[config.mk]
export PLATFORM = sky130hd
export DESIGN_NAME = lcdpt_top
export DESIGN_NICKNAME = d
export VERILOG_FILES = /design/src/verilog/lcdpt_pkg.sv /design/src/verilog/lcdpt_top.sv
export VERILOG_INCLUDE_DIRS = /design/src /design/src/verilog
export SDC_FILE = /design/constraint.sdc
export NUM_CORES = 1
export LEC_CHECK = 0
export BUFFER_PORTS_ARGS = -buffer_cell sky130_fd_sc_hd__clkbuf_2
export CAP_MARGIN = 20
export CORE_MARGIN = 2
export CORE_UTILIZATION = 45
export DETAILED_ROUTE_END_ITERATION = 6
export GPL_TIMING_DRIVEN = 0
export PLACE_DENSITY = 0.73
export SYNTH_ARGS = -nofsm -noshare
export SYNTH_HDL_FRONTEND = slang
export SYNTH_SLANG_ARGS = --single-unit
[constraint.sdc]
create_clock -name clk_i -period 3.3 [get_ports clk_i]
set_input_delay 0.495 -clock clk_i [delete_from_list [all_inputs] [get_ports clk_i]]
set_output_delay 0.495 -clock clk_i [all_outputs]
set_load 0.05 [all_outputs]
[src/verilog/lcdpt_consts.svh]
// Offsets, field positions, reset values and counts of the display pin and timing block
`ifndef LCDPT_CONSTS_SVH
`define LCDPT_CONSTS_SVH
// Register word offsets (byte addresses)
`define LCDPT_CTRL_OFS 8'h00
`define LCDPT_ROLE_OFS 8'h04
`define LCDPT_PFUNC_OFS 8'h08
`define LCDPT_STAT_OFS 8'h0C
`define LCDPT_MEM0_OFS 8'h10
`define LCDPT_MEM3_OFS 8'h1C
// Control register field positions
`define LCDPT_MODE_LSB 0
`define LCDPT_SRC_LSB 4
`define LCDPT_SON_BIT 7
`define LCDPT_DIV_LSB 8
`define LCDPT_CLR_BIT 16
// Reset values
`define LCDPT_MODE_RST 3'h0
`define LCDPT_SRC_RST 2'h0
`define LCDPT_DIV_RST 5'h04
`define LCDPT_ROLE_RST 16'h0000
`define LCDPT_PFUNC_RST 16'h0000
// Pins with no shared digital function (arbitrary plain default)
`define LCDPT_DEDICATED 16'h0000
// Sizes
`define LCDPT_NPINS 16
`define LCDPT_NBYTES 16
`endif

[src/verilog/lcdpt_pkg.sv]
// Types of the display pin and timing block
package lcdpt_pkg;
  // Mux organisation: code value plus one is the number of commons
  typedef enum logic [2:0] {
    LCDPT_STATIC = 3'h0,
    LCDPT_MUX2 = 3'h1,
    LCDPT_MUX3 = 3'h2,
    LCDPT_MUX4 = 3'h3,
    LCDPT_MUX5 = 3'h4,
    LCDPT_MUX6 = 3'h5,
    LCDPT_MUX7 = 3'h6,
    LCDPT_MUX8 = 3'h7
  } lcdpt_mode_t;
  // Timing source choice
  typedef enum logic [1:0] {
    LCDPT_SRC_AUX = 2'h0,
    LCDPT_SRC_XTAL = 2'h1,
    LCDPT_SRC_VLO = 2'h2,
    LCDPT_SRC_NONE = 2'h3
  } lcdpt_src_t;
endpackage : lcdpt_pkg

[src/verilog/lcdpt_top.sv]
// Display pin role decoding, memory and base clock / frame timing with a Wishbone slave
`timescale 1ns/1ns
`default_nettype none
`include "lcdpt_consts.svh"
module lcdpt_top import lcdpt_pkg::*; (
  input wire logic clk_i, // 125 MHz system clock
  input wire logic rst_i, // Synchronous reset, active high
  input wire logic wb_cyc_i,
  input wire logic wb_stb_i,
  input wire logic wb_we_i,
  input wire logic [7:0] wb_adr_i,
  input wire logic [3:0] wb_sel_i,
  input wire logic [31:0] wb_dat_i,
  output logic [31:0] wb_dat_o,
  output logic wb_ack_o,
  input wire logic aux_clock_i, // Auxiliary clock level
  input wire logic crystal_32k_clock_i, // Crystal clock level
  input wire logic very_low_power_osc_clock_i, // Low-power oscillator level
  output logic [15:0] seg_on_o, // Segment pin lit in current common phase
  output logic [15:0] com_active_o, // Common pin is the active common now
  output logic [15:0] lcd_func_o, // Pin carries the display function
  output logic base_tick_o, // One-cycle base clock enable
  output logic frame_start_o, // One-cycle pulse at frame boundary
  output logic [2:0] com_phase_o, // Index of the active common
  output logic polarity_o // Second half of the frame
);

  // Configuration state
  lcdpt_mode_t mux_mode_select_r; // Mux organisation
  lcdpt_src_t timing_source_select_r; // Timing source
  logic [4:0] base_clock_divider_r; // Programmable divider minus one
  logic segments_on_gate_r; // Global segment enable
  logic memory_clear_request_r; // Pending memory clear
  logic [15:0] pin_role_select_reg_r; // One role bit per pin
  logic [15:0] port_function_reg_r; // One function bit per pin
  logic [7:0] display_memory_byte_r [`LCDPT_NBYTES]; // Display memory

  // Bus handshake state
  logic ack_r; // Answer strobe
  logic [31:0] dat_r; // Captured read data
  logic req; // Request present
  logic wr_en; // Write committed at the ack edge
  logic [5:0] word_idx; // Word address
  logic [31:0] rd_mux; // Read selection

  // Timing state
  logic src_lvl; // Selected source level
  logic src_prev_r; // Source level one cycle back
  logic src_edge; // Source rising edge
  logic [4:0] pre_cnt_r; // Programmable divider count
  logic [5:0] mux_cnt_r; // Fixed divider count
  logic [3:0] phase_cnt_r; // Base periods within a frame
  logic [6:0] mux_div; // Fixed divider for this mode
  logic [3:0] mux_n; // Number of commons
  logic [4:0] frame_len; // Base periods per frame
  logic base_tick; // Base clock enable
  logic frame_end; // Last base tick of a frame
  logic [2:0] com_idx; // Active common index
  logic [7:0] com_mask; // Commons allowed in this mode
  logic high_mux; // 5- to 8-mux organisation
  // Pins with no shared digital function always carry the display function
  localparam logic [15:0] dedicated_mask = `LCDPT_DEDICATED;

  // Fixed divider per mode
  function automatic logic [6:0] fixed_div(input lcdpt_mode_t m);
    logic [6:0] d;
    d = 7'h08;
    unique case (m)
      LCDPT_STATIC: d = 7'h40;
      LCDPT_MUX2: d = 7'h20;
      LCDPT_MUX3, LCDPT_MUX4: d = 7'h10;
      LCDPT_MUX5: d = 7'h0C;
      LCDPT_MUX6, LCDPT_MUX7, LCDPT_MUX8: d = 7'h08;
    endcase
    return d;
  endfunction : fixed_div

  // Mode-derived values
  always_comb begin
    mux_div = fixed_div(mux_mode_select_r);
    mux_n = {1'b0, mux_mode_select_r} + 4'h1;
    frame_len = {mux_n, 1'b0};
    high_mux = (mux_mode_select_r >= LCDPT_MUX5);
    com_mask = 8'((9'h001 << mux_n) - 9'h001);
  end

  // Bus decode
  assign req = wb_cyc_i & wb_stb_i;
  assign wr_en = req & wb_we_i & ack_r;
  assign word_idx = wb_adr_i[7:2];

  // Read selection; unmapped words read as zero
  always_comb begin
    rd_mux = 32'h0000_0000;
    unique case ({word_idx, 2'b00})
      `LCDPT_CTRL_OFS: begin
        rd_mux[`LCDPT_MODE_LSB +: 3] = mux_mode_select_r;
        rd_mux[`LCDPT_SRC_LSB +: 2] = timing_source_select_r;
        rd_mux[`LCDPT_SON_BIT] = segments_on_gate_r;
        rd_mux[`LCDPT_DIV_LSB +: 5] = base_clock_divider_r;
        rd_mux[`LCDPT_CLR_BIT] = memory_clear_request_r;
      end
      `LCDPT_ROLE_OFS: rd_mux[15:0] = pin_role_select_reg_r;
      `LCDPT_PFUNC_OFS: rd_mux[15:0] = port_function_reg_r;
      `LCDPT_STAT_OFS: rd_mux[4:0] = {polarity_o, 1'b0, com_idx};
      default: begin
        if ({word_idx, 2'b00} >= `LCDPT_MEM0_OFS && {word_idx, 2'b00} <= `LCDPT_MEM3_OFS) begin
          for (int b = 0; b < 4; b++) begin
            rd_mux[8*b +: 8] = display_memory_byte_r[{word_idx[1:0], 2'(b)}];
          end
        end
      end
    endcase
  end

  // Answer one cycle after the request, drop it the cycle after
  // A held request is answered every other cycle; the ack cycle itself starts no new answer
  always_ff @(posedge clk_i) begin
    if (rst_i) begin
      ack_r <= 1'b0;
      dat_r <= 32'h0000_0000;
    end else begin
      ack_r <= req & ~ack_r;
      if (req & ~ack_r) begin
        dat_r <= rd_mux;
      end
    end
  end
  assign wb_ack_o = ack_r;
  assign wb_dat_o = dat_r;

  // Control register; a software set of the clear request beats the hardware clear
  // Writes land only at the ack edge, so a held request writes once per ack, every other cycle
  always_ff @(posedge clk_i) begin
    if (rst_i) begin
      mux_mode_select_r <= lcdpt_mode_t'(`LCDPT_MODE_RST);
      timing_source_select_r <= lcdpt_src_t'(`LCDPT_SRC_RST);
      segments_on_gate_r <= 1'b0;
      base_clock_divider_r <= `LCDPT_DIV_RST;
      memory_clear_request_r <= 1'b0;
    end else begin
      if (frame_end & memory_clear_request_r) begin
        memory_clear_request_r <= 1'b0;
      end
      if (wr_en && {word_idx, 2'b00} == `LCDPT_CTRL_OFS) begin
        if (wb_sel_i[0]) begin
          mux_mode_select_r <= lcdpt_mode_t'(wb_dat_i[`LCDPT_MODE_LSB +: 3]);
          timing_source_select_r <= lcdpt_src_t'(wb_dat_i[`LCDPT_SRC_LSB +: 2]);
          segments_on_gate_r <= wb_dat_i[`LCDPT_SON_BIT];
        end
        if (wb_sel_i[1]) begin
          base_clock_divider_r <= wb_dat_i[`LCDPT_DIV_LSB +: 5];
        end
        if (wb_sel_i[2] & wb_dat_i[`LCDPT_CLR_BIT]) begin
          memory_clear_request_r <= 1'b1;
        end
      end
    end
  end

  // Pin role and port function registers
  always_ff @(posedge clk_i) begin
    if (rst_i) begin
      pin_role_select_reg_r <= `LCDPT_ROLE_RST;
      port_function_reg_r <= `LCDPT_PFUNC_RST;
    end else if (wr_en) begin
      for (int b = 0; b < 2; b++) begin
        if (wb_sel_i[b] && {word_idx, 2'b00} == `LCDPT_ROLE_OFS) begin
          pin_role_select_reg_r[8*b +: 8] <= wb_dat_i[8*b +: 8];
        end
        if (wb_sel_i[b] && {word_idx, 2'b00} == `LCDPT_PFUNC_OFS) begin
          port_function_reg_r[8*b +: 8] <= wb_dat_i[8*b +: 8];
        end
      end
    end
  end

  // Display memory; a byte written at a frame boundary keeps the new value
  // Lane n of memory word w holds byte 4w+n
  genvar gb;
  generate
    for (gb = 0; gb < `LCDPT_NBYTES; gb++) begin : g_mem
      always_ff @(posedge clk_i) begin
        if (rst_i) begin
          display_memory_byte_r[gb] <= 8'h00;
        end else if (wr_en && word_idx == 6'(`LCDPT_MEM0_OFS / 4 + gb / 4)
                     && wb_sel_i[gb % 4]) begin
          display_memory_byte_r[gb] <= wb_dat_i[8*(gb % 4) +: 8];
        end else if (frame_end & memory_clear_request_r) begin
          display_memory_byte_r[gb] <= 8'h00;
        end
      end
    end
  endgenerate

  // Source choice and edge detection; the sources are slow, so sampling suffices
  always_comb begin
    unique case (timing_source_select_r)
      LCDPT_SRC_AUX: src_lvl = aux_clock_i;
      LCDPT_SRC_XTAL: src_lvl = crystal_32k_clock_i;
      LCDPT_SRC_VLO: src_lvl = very_low_power_osc_clock_i;
      LCDPT_SRC_NONE: src_lvl = 1'b0;
    endcase
  end
  assign src_edge = src_lvl & ~src_prev_r;

  // The programmable divider counts source edges, the fixed one counts its wraps; compares use >= so a lowered setting never stalls
  // A source level already high at reset release counts as one edge; every tick after it moves one source period earlier
  always_ff @(posedge clk_i) begin
    if (rst_i) begin
      src_prev_r <= 1'b0;
      pre_cnt_r <= 5'h00;
      mux_cnt_r <= 6'h00;
    end else begin
      src_prev_r <= src_lvl;
      if (src_edge) begin
        if (pre_cnt_r >= base_clock_divider_r) begin
          pre_cnt_r <= 5'h00;
          if (7'(mux_cnt_r) >= mux_div - 7'h01) begin
            mux_cnt_r <= 6'h00;
          end else begin
            mux_cnt_r <= mux_cnt_r + 6'h01;
          end
        end else begin
          pre_cnt_r <= pre_cnt_r + 5'h01;
        end
      end
    end
  end
  assign base_tick = src_edge && (pre_cnt_r >= base_clock_divider_r)
                     && (7'(mux_cnt_r) >= mux_div - 7'h01);

  // Frame phase: commons in order, then again with opposite polarity
  // Any mode change to a shorter frame may leave one out-of-range phase; the last branch mends it
  always_ff @(posedge clk_i) begin
    if (rst_i) begin
      phase_cnt_r <= 4'h0;
    end else if (base_tick) begin
      phase_cnt_r <= frame_end ? 4'h0 : phase_cnt_r + 4'h1;
    end else if (5'(phase_cnt_r) >= frame_len) begin
      phase_cnt_r <= 4'h0; // Mode changed to a shorter frame
    end
  end
  assign frame_end = base_tick && (5'(phase_cnt_r) >= frame_len - 5'h01);
  assign polarity_o = (phase_cnt_r >= mux_n);
  assign com_idx = polarity_o ? 3'(phase_cnt_r - mux_n) : phase_cnt_r[2:0];
  assign base_tick_o = base_tick;
  assign frame_start_o = frame_end;
  assign com_phase_o = com_idx;

  // Per-pin decode of role, memory and function
  genvar gp;
  generate
    for (gp = 0; gp < `LCDPT_NPINS; gp++) begin : g_pin
      logic [7:0] pair_byte; // Byte shared with the neighbour pin
      logic [3:0] nib; // This pin's nibble in the shared byte
      logic [7:0] sel_bits; // Segment data or common selection
      logic func; // Display function active
      logic [7:0] com_sel; // Common selection limited to this mode's commons
      assign pair_byte = display_memory_byte_r[gp / 2];
      assign nib = (gp % 2 == 1) ? pair_byte[7:4] : pair_byte[3:0];
      assign sel_bits = high_mux ? display_memory_byte_r[gp] : {4'h0, nib};
      // Masking means a stray selection bit above the mode's commons stays dark
      assign com_sel = sel_bits & com_mask;
      assign func = port_function_reg_r[gp] | dedicated_mask[gp];
      // Registered pin drive; software must keep one common bit per pin
      always_ff @(posedge clk_i) begin
        if (rst_i) begin
          seg_on_o[gp] <= 1'b0;
          com_active_o[gp] <= 1'b0;
          lcd_func_o[gp] <= 1'b0;
        end else begin
          lcd_func_o[gp] <= func;
          seg_on_o[gp] <= func & ~pin_role_select_reg_r[gp] & segments_on_gate_r
                          & sel_bits[com_idx];
          com_active_o[gp] <= func & pin_role_select_reg_r[gp]
                              & com_sel[com_idx];
        end
      end
    end
  endgenerate

  // Bus checks
  a_ack_single: assert property (@(posedge clk_i) disable iff (rst_i)
    wb_ack_o |=> !wb_ack_o) else $error("ack held longer than one cycle");
  a_ack_answer: assert property (@(posedge clk_i) disable iff (rst_i)
    (req && !wb_ack_o) |=> wb_ack_o) else $error("request not answered next cycle");
  a_ack_data: assert property (@(posedge clk_i) disable iff (rst_i)
    wb_ack_o |-> wb_dat_o == $past(rd_mux)) else $error("read data not from request cycle");

  // Clock and frame checks
  a_fixed_div: assert property (@(posedge clk_i) disable iff (rst_i)
    (mux_mode_select_r == LCDPT_STATIC |-> mux_div == 7'h40)
    and (mux_mode_select_r == LCDPT_MUX5 |-> mux_div == 7'h0C)
    and (mux_mode_select_r == LCDPT_MUX8 |-> mux_div == 7'h08))
    else $error("fixed divider wrong for mode");
  a_base_cause: assert property (@(posedge clk_i) disable iff (rst_i)
    base_tick_o |-> src_edge ##1 (pre_cnt_r == 5'h00 && mux_cnt_r == 6'h00))
    else $error("base tick without counter wrap");
  a_tick_single: assert property (@(posedge clk_i) disable iff (rst_i)
    base_tick_o |=> !base_tick_o) else $error("base tick longer than one cycle");
  a_frame_len: assert property (@(posedge clk_i) disable iff (rst_i)
    frame_start_o |-> base_tick_o && 5'(phase_cnt_r) == frame_len - 5'h01
    ##1 phase_cnt_r == 4'h0) else $error("frame length wrong");
  a_frame_pol: assert property (@(posedge clk_i) disable iff (rst_i)
    frame_start_o |-> polarity_o) else $error("frame ends in first half");
  a_com_range: assert property (@(posedge clk_i) disable iff (rst_i)
    $past(base_tick_o) |-> {1'b0, com_idx} < mux_n) else $error("common beyond mode");

  // Pin drive and memory checks
  a_seg_gate: assert property (@(posedge clk_i) disable iff (rst_i)
    !segments_on_gate_r ##1 !$past(rst_i) |-> seg_on_o == 16'h0000)
    else $error("segment lit with gate off");
  a_role_excl: assert property (@(posedge clk_i) disable iff (rst_i)
    (seg_on_o & com_active_o) == 16'h0000) else $error("pin both segment and common");
  a_func_follow: assert property (@(posedge clk_i) disable iff (rst_i)
    lcd_func_o == $past(port_function_reg_r | dedicated_mask))
    else $error("pin function not following its select bit");
  a_func_gate: assert property (@(posedge clk_i) disable iff (rst_i)
    ((seg_on_o | com_active_o) & ~lcd_func_o) == 16'h0000)
    else $error("drive on a digital pin");
  a_mem_clear: assert property (@(posedge clk_i) disable iff (rst_i)
    (frame_start_o && memory_clear_request_r && !wr_en) |=>
    display_memory_byte_r[0] == 8'h00 && display_memory_byte_r[15] == 8'h00
    && !memory_clear_request_r) else $error("memory clear not done");
  a_clear_hold: assert property (@(posedge clk_i) disable iff (rst_i)
    (memory_clear_request_r && !frame_end) |=> memory_clear_request_r)
    else $error("clear request dropped before frame end");

endmodule : lcdpt_top
`default_nettype wire

After elaboration in Yosys (flattened, before gate mapping)
Memories as Yosys holds them, arrays and structs flattened. A register that Yosys moved wholly into a read port is not among the register bits.
Cells that the tools add are included.

word-level totals
  bits in registers = 141
  RAM bits = 128
  ROM bits = 40
  output and inout bits = 87
  word-level logic and storage cells = 521
  memories kept = 2

cells by class
  add/subtract/negate cells = 8
  magnitude comparators = 9
  eq/ne operators = 10
  shifts and indexed selects = 1
  mux-type cells = 233
  bitwise logic cells = 153
  reduce and logical (&&, ||, !) cells = 42

memories
  memory                 words  bits a word  rd ports  clocked after memory_dff  wr ports  RTL line         source
  display_memory_byte_r  16     8            20        0                         16        lcdpt_top.sv:36  logic [7:0] display_memory_byte_r [`LCDPT_NBYTES];
  (no name shown)        8      5            1         1                         0         lcdpt_top.sv:68  unique case (m)

operators with widths
  operator                                                                          number
  8-bit two-way mux                                                                 48
  1-bit two-way mux                                                                 134
  8-bit AND                                                                         16
  1-bit binary-select mux with 3-bit select                                         32
  1-bit AND                                                                         87
  32-bit two-way mux                                                                1
  1-bit bitwise OR                                                                  32
  1-bit logical AND                                                                 29
  6-bit by 3-bit equality test with 1-bit output, second input constant             4
  6-bit case mux with 4 select lines                                                1
  1-bit NOT                                                                         18
  15-bit two-way mux                                                                1
  2-bit AND reduction                                                               7
  6-bit by 2-bit equality test with 1-bit output, second input constant             2
  4-bit two-way mux                                                                 3
  1-bit case mux with 4 select lines                                                3
  3-bit case mux with 4 select lines                                                1
  4-bit by 5-bit >= comparator with 1-bit output                                    2
  3-bit two-way mux                                                                 3
  3-bit case mux with 3 select lines                                                1
  8-bit by 5-bit >= comparator with 1-bit output, second input constant             1
  8-bit by 5-bit less-or-equal comparator with 1-bit output, second input constant  1
  1-bit by 4-bit << shifter with 8-bit output, first input constant                 1
  8-bit by 1-bit subtractor with 8-bit output, second input constant                1
  25 further kinds                                                                  27

Logic depth before layout (Yosys ltp)
  word-level depth = 12
  gate-level depth with buffers = 15

Worst setup path before layout
No wires, ideal clock.

  path kind = flip-flop to output port
  from = reg mux_mode_select_r[1]
  to = out com_phase_o[2]
  data arrival time = 3.202 ns
  required time = 2.805 ns
  slack = -0.397 ns
  cell stages (with the launch flop) = 11
  buffers on the path = 3
  cell sequence = dfxtp_1 > clkbuf_1 > inv_1 > ha_1 > inv_1 > fa_1 > or4_1 > and3_1 > inv_1 > buf_2 > clkbuf_1

on the way
  longest elaborated chain between the ends = 3
  elaborated cells between the ends (all ways) = 4
  those cells by class = add/sub: 2; order compare: 1; mux: 1

RTL lines
  item                                                            RTL line                            source
  start, declared                                                 lcdpt_top.sv:29                     lcdpt_mode_t mux_mode_select_r;
  start signal, assigned                                          lcdpt_top.sv:136                    mux_mode_select_r <= lcdpt_mode_t'(`LCDPT_MODE_RST);
  start signal, assigned                                          lcdpt_top.sv:147                    mux_mode_select_r <= lcdpt_mode_t'(wb_dat_i[`LCDPT_MODE_LSB +: 3]);
  3-bit by 1-bit adder with 4-bit output *                        lcdpt_top.sv:81                     mux_n = {1'b0, mux_mode_select_r} + 4'h1;
  4-bit >= comparator / 3-bit subtractor (equally long branches)  lcdpt_top.sv:245, lcdpt_top.sv:246
  3-bit two-way mux *                                             lcdpt_top.sv:246                    assign com_idx = polarity_o ? 3'(phase_cnt_r - mux_n) : phase_cnt_r[2:0];
  end, declared                                                   lcdpt_top.sv:24                     output logic [2:0] com_phase_o,

Every way passes the cells marked *; elsewhere a longest branch is shown, timed or not.

Worst setup path after layout
  from = reg mux_mode_select_r[1]
  to = reg com_active_o[3]

on the way
  longest elaborated chain between the ends = 7
  elaborated cells between the ends (all ways) = 12
  those cells by class = add/sub: 3; order compare: 2; shift: 1; mux: 4; bitwise: 2

RTL lines
  item                                         RTL line          source
  3-bit by 1-bit adder with 4-bit output       lcdpt_top.sv:81
  1-bit by 4-bit << shifter with 8-bit output  lcdpt_top.sv:84   com_mask = 8'((9'h001 << mux_n) - 9'h001);
  8-bit by 1-bit subtractor with 8-bit output  lcdpt_top.sv:84
  8-bit AND                                    lcdpt_top.sv:264  assign com_sel = sel_bits & com_mask;
  1-bit binary-select mux with 3-bit select *  lcdpt_top.sv:277  & com_sel[com_idx];
  1-bit two-way mux (implied by the code) *    lcdpt_top.sv:277
  1-bit AND *                                  lcdpt_top.sv:277
  end signal, assigned by index                lcdpt_top.sv:276  com_active_o[gp] <= func & pin_role_select_reg_r[gp]
  end, declared                                lcdpt_top.sv:20   output logic [15:0] com_active_o,

Every way passes the cells marked *; elsewhere a longest branch is shown, timed or not. The select of a mux whose other input is x is not followed.
A chain may end at the register's enable or synchronous reset.

==> flow_metrics.env <==
export IMPL_status="complete, but fails checks"
export IMPL_violations="negative setup slack"
export IMPL_cap_violations=0
export IMPL_max_freq_mhz=260
export IMPL_drc=0
export IMPL_cts_buffers=30
export IMPL_synth_edf_count=128
export IMPL_finalWorstSetupSlack_ps=-547
export IMPL_slew_headroom_pct=29.1
export IMPL_areaGrowthSynthToFinish_pct=28.3
export IMPL_place_ws_ps=-1480
export IMPL_netlist_top_cells_area="edfxtp_1 (25%), dfxtp_1 (19%), mux2i_1 (8.8%)"
export IMPL_vias=14900
export IMPL_synthFlopType="dfxtp_1"
export IMPL_drt_iter0_drc=2025
export IMPL_powerDensity_mw_per_mm2=385
export IMPL_synthCells=1486
export IMPL_antenna_found_initial=3
export IMPL_holdPathEnd="port_function_reg_r[14]"
export IMPL_setup_tns_ps=-15270
export IMPL_first_pass_iters=6
export IMPL_wl_per_cell_um=32.3
export IMPL_ir_drop_v=0.000447
export IMPL_syn_nets=1566
export IMPL_cts_sinks=274
export IMPL_grt_ovfl_total=0
export IMPL_synthesis_area_mm2=0.0154
export IMPL_min_from="wb_dat_i[14]"
export IMPL_synth_top_area_share_pct=25.0
export IMPL_cp_required_ps=3740
export IMPL_hold_violations=0
export IMPL_chipHeight_um=189
export IMPL_fin_worst_skew_ps=48.4
export IMPL_clk_latency_ps=610
export IMPL_reg2reg_from="mux_mode_select_r[1]"
export IMPL_yosysUniqueCellTypes=75
export IMPL_hpwl_mm=51.1
export IMPL_ys_warn_count=0
export IMPL_grt_pass1_vias=13800
export IMPL_fp_dieArea_mm2=0.0357
export IMPL_r2r_end="com_active_o[3]"
export IMPL_totalWireLength_mm=71.0
export IMPL_viasPerCell=6.79
export IMPL_final_cell_mix="dfxtp_1 (142), clkbuf_2 (133), mux2i_1 (132)"
export IMPL_drive_above_1_share_pct=29.7
export IMPL_cts_tree="built"
export IMPL_core_area_mm2=0.0336
export IMPL_fin_crit_ps=3850
export IMPL_ctsRootBufferMaster="clkbuf_16"
export IMPL_worstSetupPathType="flop to flop"
export IMPL_min_path_type="input pin to flop"
export IMPL_reg2reg_depth=13
export IMPL_holdPathStages=3
export IMPL_cp_end_kind="flop"
export IMPL_crit_chain="clkbuf_16 -> clkinvlp_4 -> ha_4 -> inv_4 -> fa_2 -> a21o_1 -> a211o_4 -> nand3_4 -> nand2_8 -> nor2_2 -> clkbuf_2 -> a221oi_1 -> o32ai_1"
export IMPL_rsz0062_at_grt="true"
export IMPL_place_congestion=1.04
export IMPL_yosysTopAreaCell="edfxtp_1"
export IMPL_yosysSeqAreaShare_pct=44.0
export IMPL_crit_fanout=10
export IMPL_final_common_cell="dfxtp_1"
export IMPL_finalSetupViolCount=120
export IMPL_grt_max_degree=17
export IMPL_rrSetupSlack_ps=-550
export IMPL_ys_ff_latch=274
export IMPL_initial_core_util_pct=45.8
export IMPL_cts_buffer_depth=3
export IMPL_die_w_um=189
export IMPL_nets=1808
export IMPL_tightest_slew_ps=1060
export IMPL_grt_pass1_wl_mm=97.6
export IMPL_ys_async_sr_fraction_pct=0
export IMPL_hold_ws_ps=227
export IMPL_nFillCells=2744
export IMPL_power_leakage_nw=7.64
export IMPL_rows=67
export IMPL_max_stage_delay_ps=600
export IMPL_syn_avg_cell_area_um2=10.4
export IMPL_arrival_ps=4290
export IMPL_post_route_period_util_pct=117
export IMPL_setup_worst_path_start_class="flop"
export IMPL_num_antenna_cells=0
export IMPL_crit_slowest_cell="nor2_2"
export IMPL_cts_clk_slew_worst_paths_ps=60
export IMPL_maxSlewViolCount=0
export IMPL_antenna_left=0
export IMPL_cts_max_level=1
export IMPL_io_pins=139
export IMPL_io_buffers=135
export IMPL_track_usage_pct=38.0
[sequential cells by signal, indices dropped and copies added, names as in the netlist, 5 cells and up]
register	cells
display_memory_byte_r	128
wb_dat_o	32
com_active_o	16
lcd_func_o	16
pin_role_select_reg_r	16
port_function_reg_r	16
seg_on_o	16
mux_cnt_r	6
base_clock_divider_r	5
mux_div	5
pre_cnt_r	5
[cells by family (layout without fill, tap and decap cells)]
group           after synthesis  after routing  share of synthesized area, %
simple gates                562            562                          19.2
compound gates              293            293                          14.6
flops                       274            274                          44.0
mux                         185            185                          15.4
buf+inv                     128            393                          3.55
fa+ha+maj                    28             28                          2.33
xor+xnor                     16             16                         0.960
[worst max path at each step]
| stage | from | to | slack (ps) |
|---|---|---|---|
| after floorplan | mux_mode_select_r[1] | seg_on_o[1] | 20 |
| after global placement | mux_mode_select_r[2] | display_memory_byte_r[1][24] | -1430 |
| after detailed placement | mux_mode_select_r[2] | display_memory_byte_r[1][24] | -1480 |
| after CTS | mux_mode_select_r[1] | com_phase_o[1] | -360 |
| after global routing | mux_mode_select_r[1] | com_phase_o[1] | -520 |
| final | mux_mode_select_r[1] | com_active_o[3] | -550 |
[cell usage after synthesis, types with 6 or more instances]
cell type / count
mux2i_1: 136
dfxtp_1: 146
a21o_1: 10
nand2b_1: 11
buf_1: 15
xor2_1: 9
o31ai_1: 18
nor3_1: 48
mux2_2: 9
o32ai_1: 13
nor2_1: 109
a211oi_1: 6
clkbuf_1: 57
a31oi_1: 16
nand3b_1: 16
buf_2: 21
inv_1: 25
or3_1: 14
o22a_1: 18
a21oi_1: 27
nand4_1: 10
nor2b_1: 20
xnor2_1: 6
nand2_1: 96
a311oi_1: 7
a221oi_1: 37
and3_1: 40
o211ai_1: 6
and2_1: 113
o221ai_1: 15
a22oi_1: 36
nand3_1: 60
mux4_2: 40
edfxtp_1: 128
ha_1: 27
o21ai_0: 41
[power breakdown]
| part | total (mW) | switching [mW] | leakage (nW) | internal [mW] |
|---|---|---|---|---|
| clock network | 3.39 | 1.48 | 0.492 | 1.91 |
| registers | 3.72 | 0.108 | 2.52 | 3.61 |
| logic | 0.485 | 0.325 | 4.64 | 0.160 |
| total | 7.59 | 1.91 | 7.64 | 5.68 |
[layout make-up]
class                           count  area [um^2]  share of cell area, %
Buffer                             94          742                   3.76
Clock buffer                       42          898                   4.55
Clock inverter                     13          109                  0.552
Inverter                           27          129                  0.653
Multi-Input combinational cell   1084         8960                   45.4
Sequential cell                   274         6780                   34.3
Tap cell                          448          561                   2.84
Timing Repair Buffer              217         1560                   7.90
[metrics by stage]
step | power (mW) | cell area (um^2) | utilization, % | cells
2_1_floorplan | 3.98 | 15400 | - | 1486
3_3_place_gp | 4.22 | 16600 | 49.5 | 2069
3_5_place_dp | 4.22 | 16600 | 49.5 | 2070
4_1_cts | 7.55 | 19000 | 56.5 | 2177
5_1_grt | 7.73 | 19700 | 58.7 | 2199
6_report | 7.59 | 19700 | 58.7 | 2199
[metal layers]
metal  share of wire, %  up-vias  global-route usage, %
li1                   -     6141                      -
met1                 38     7372                   51.8
met2                 42     1201                   55.7
met3                 13      223                   9.75
met4                6.3        0                   19.7
met5                  0        -                      0
[timing repair]
action,in CTS,in global routing
gates resized for setup,229,129
gates cloned,2,1
hold buffers,0,0
setup buffers,52,27
endpoints found under the setup margin,173,193
pin swaps,32,33
[critical path, delay by kind of cell (launching register included)]
family | cells | cell delay, ps
buffers and inverters | 4 | 800
DFF | 1 | 360
AOI/OAI and AO/OA | 4 | 990
adders and majority gates | 2 | 690
and+or+nand+nor | 3 | 830
(Power assumes the default switching activity.)
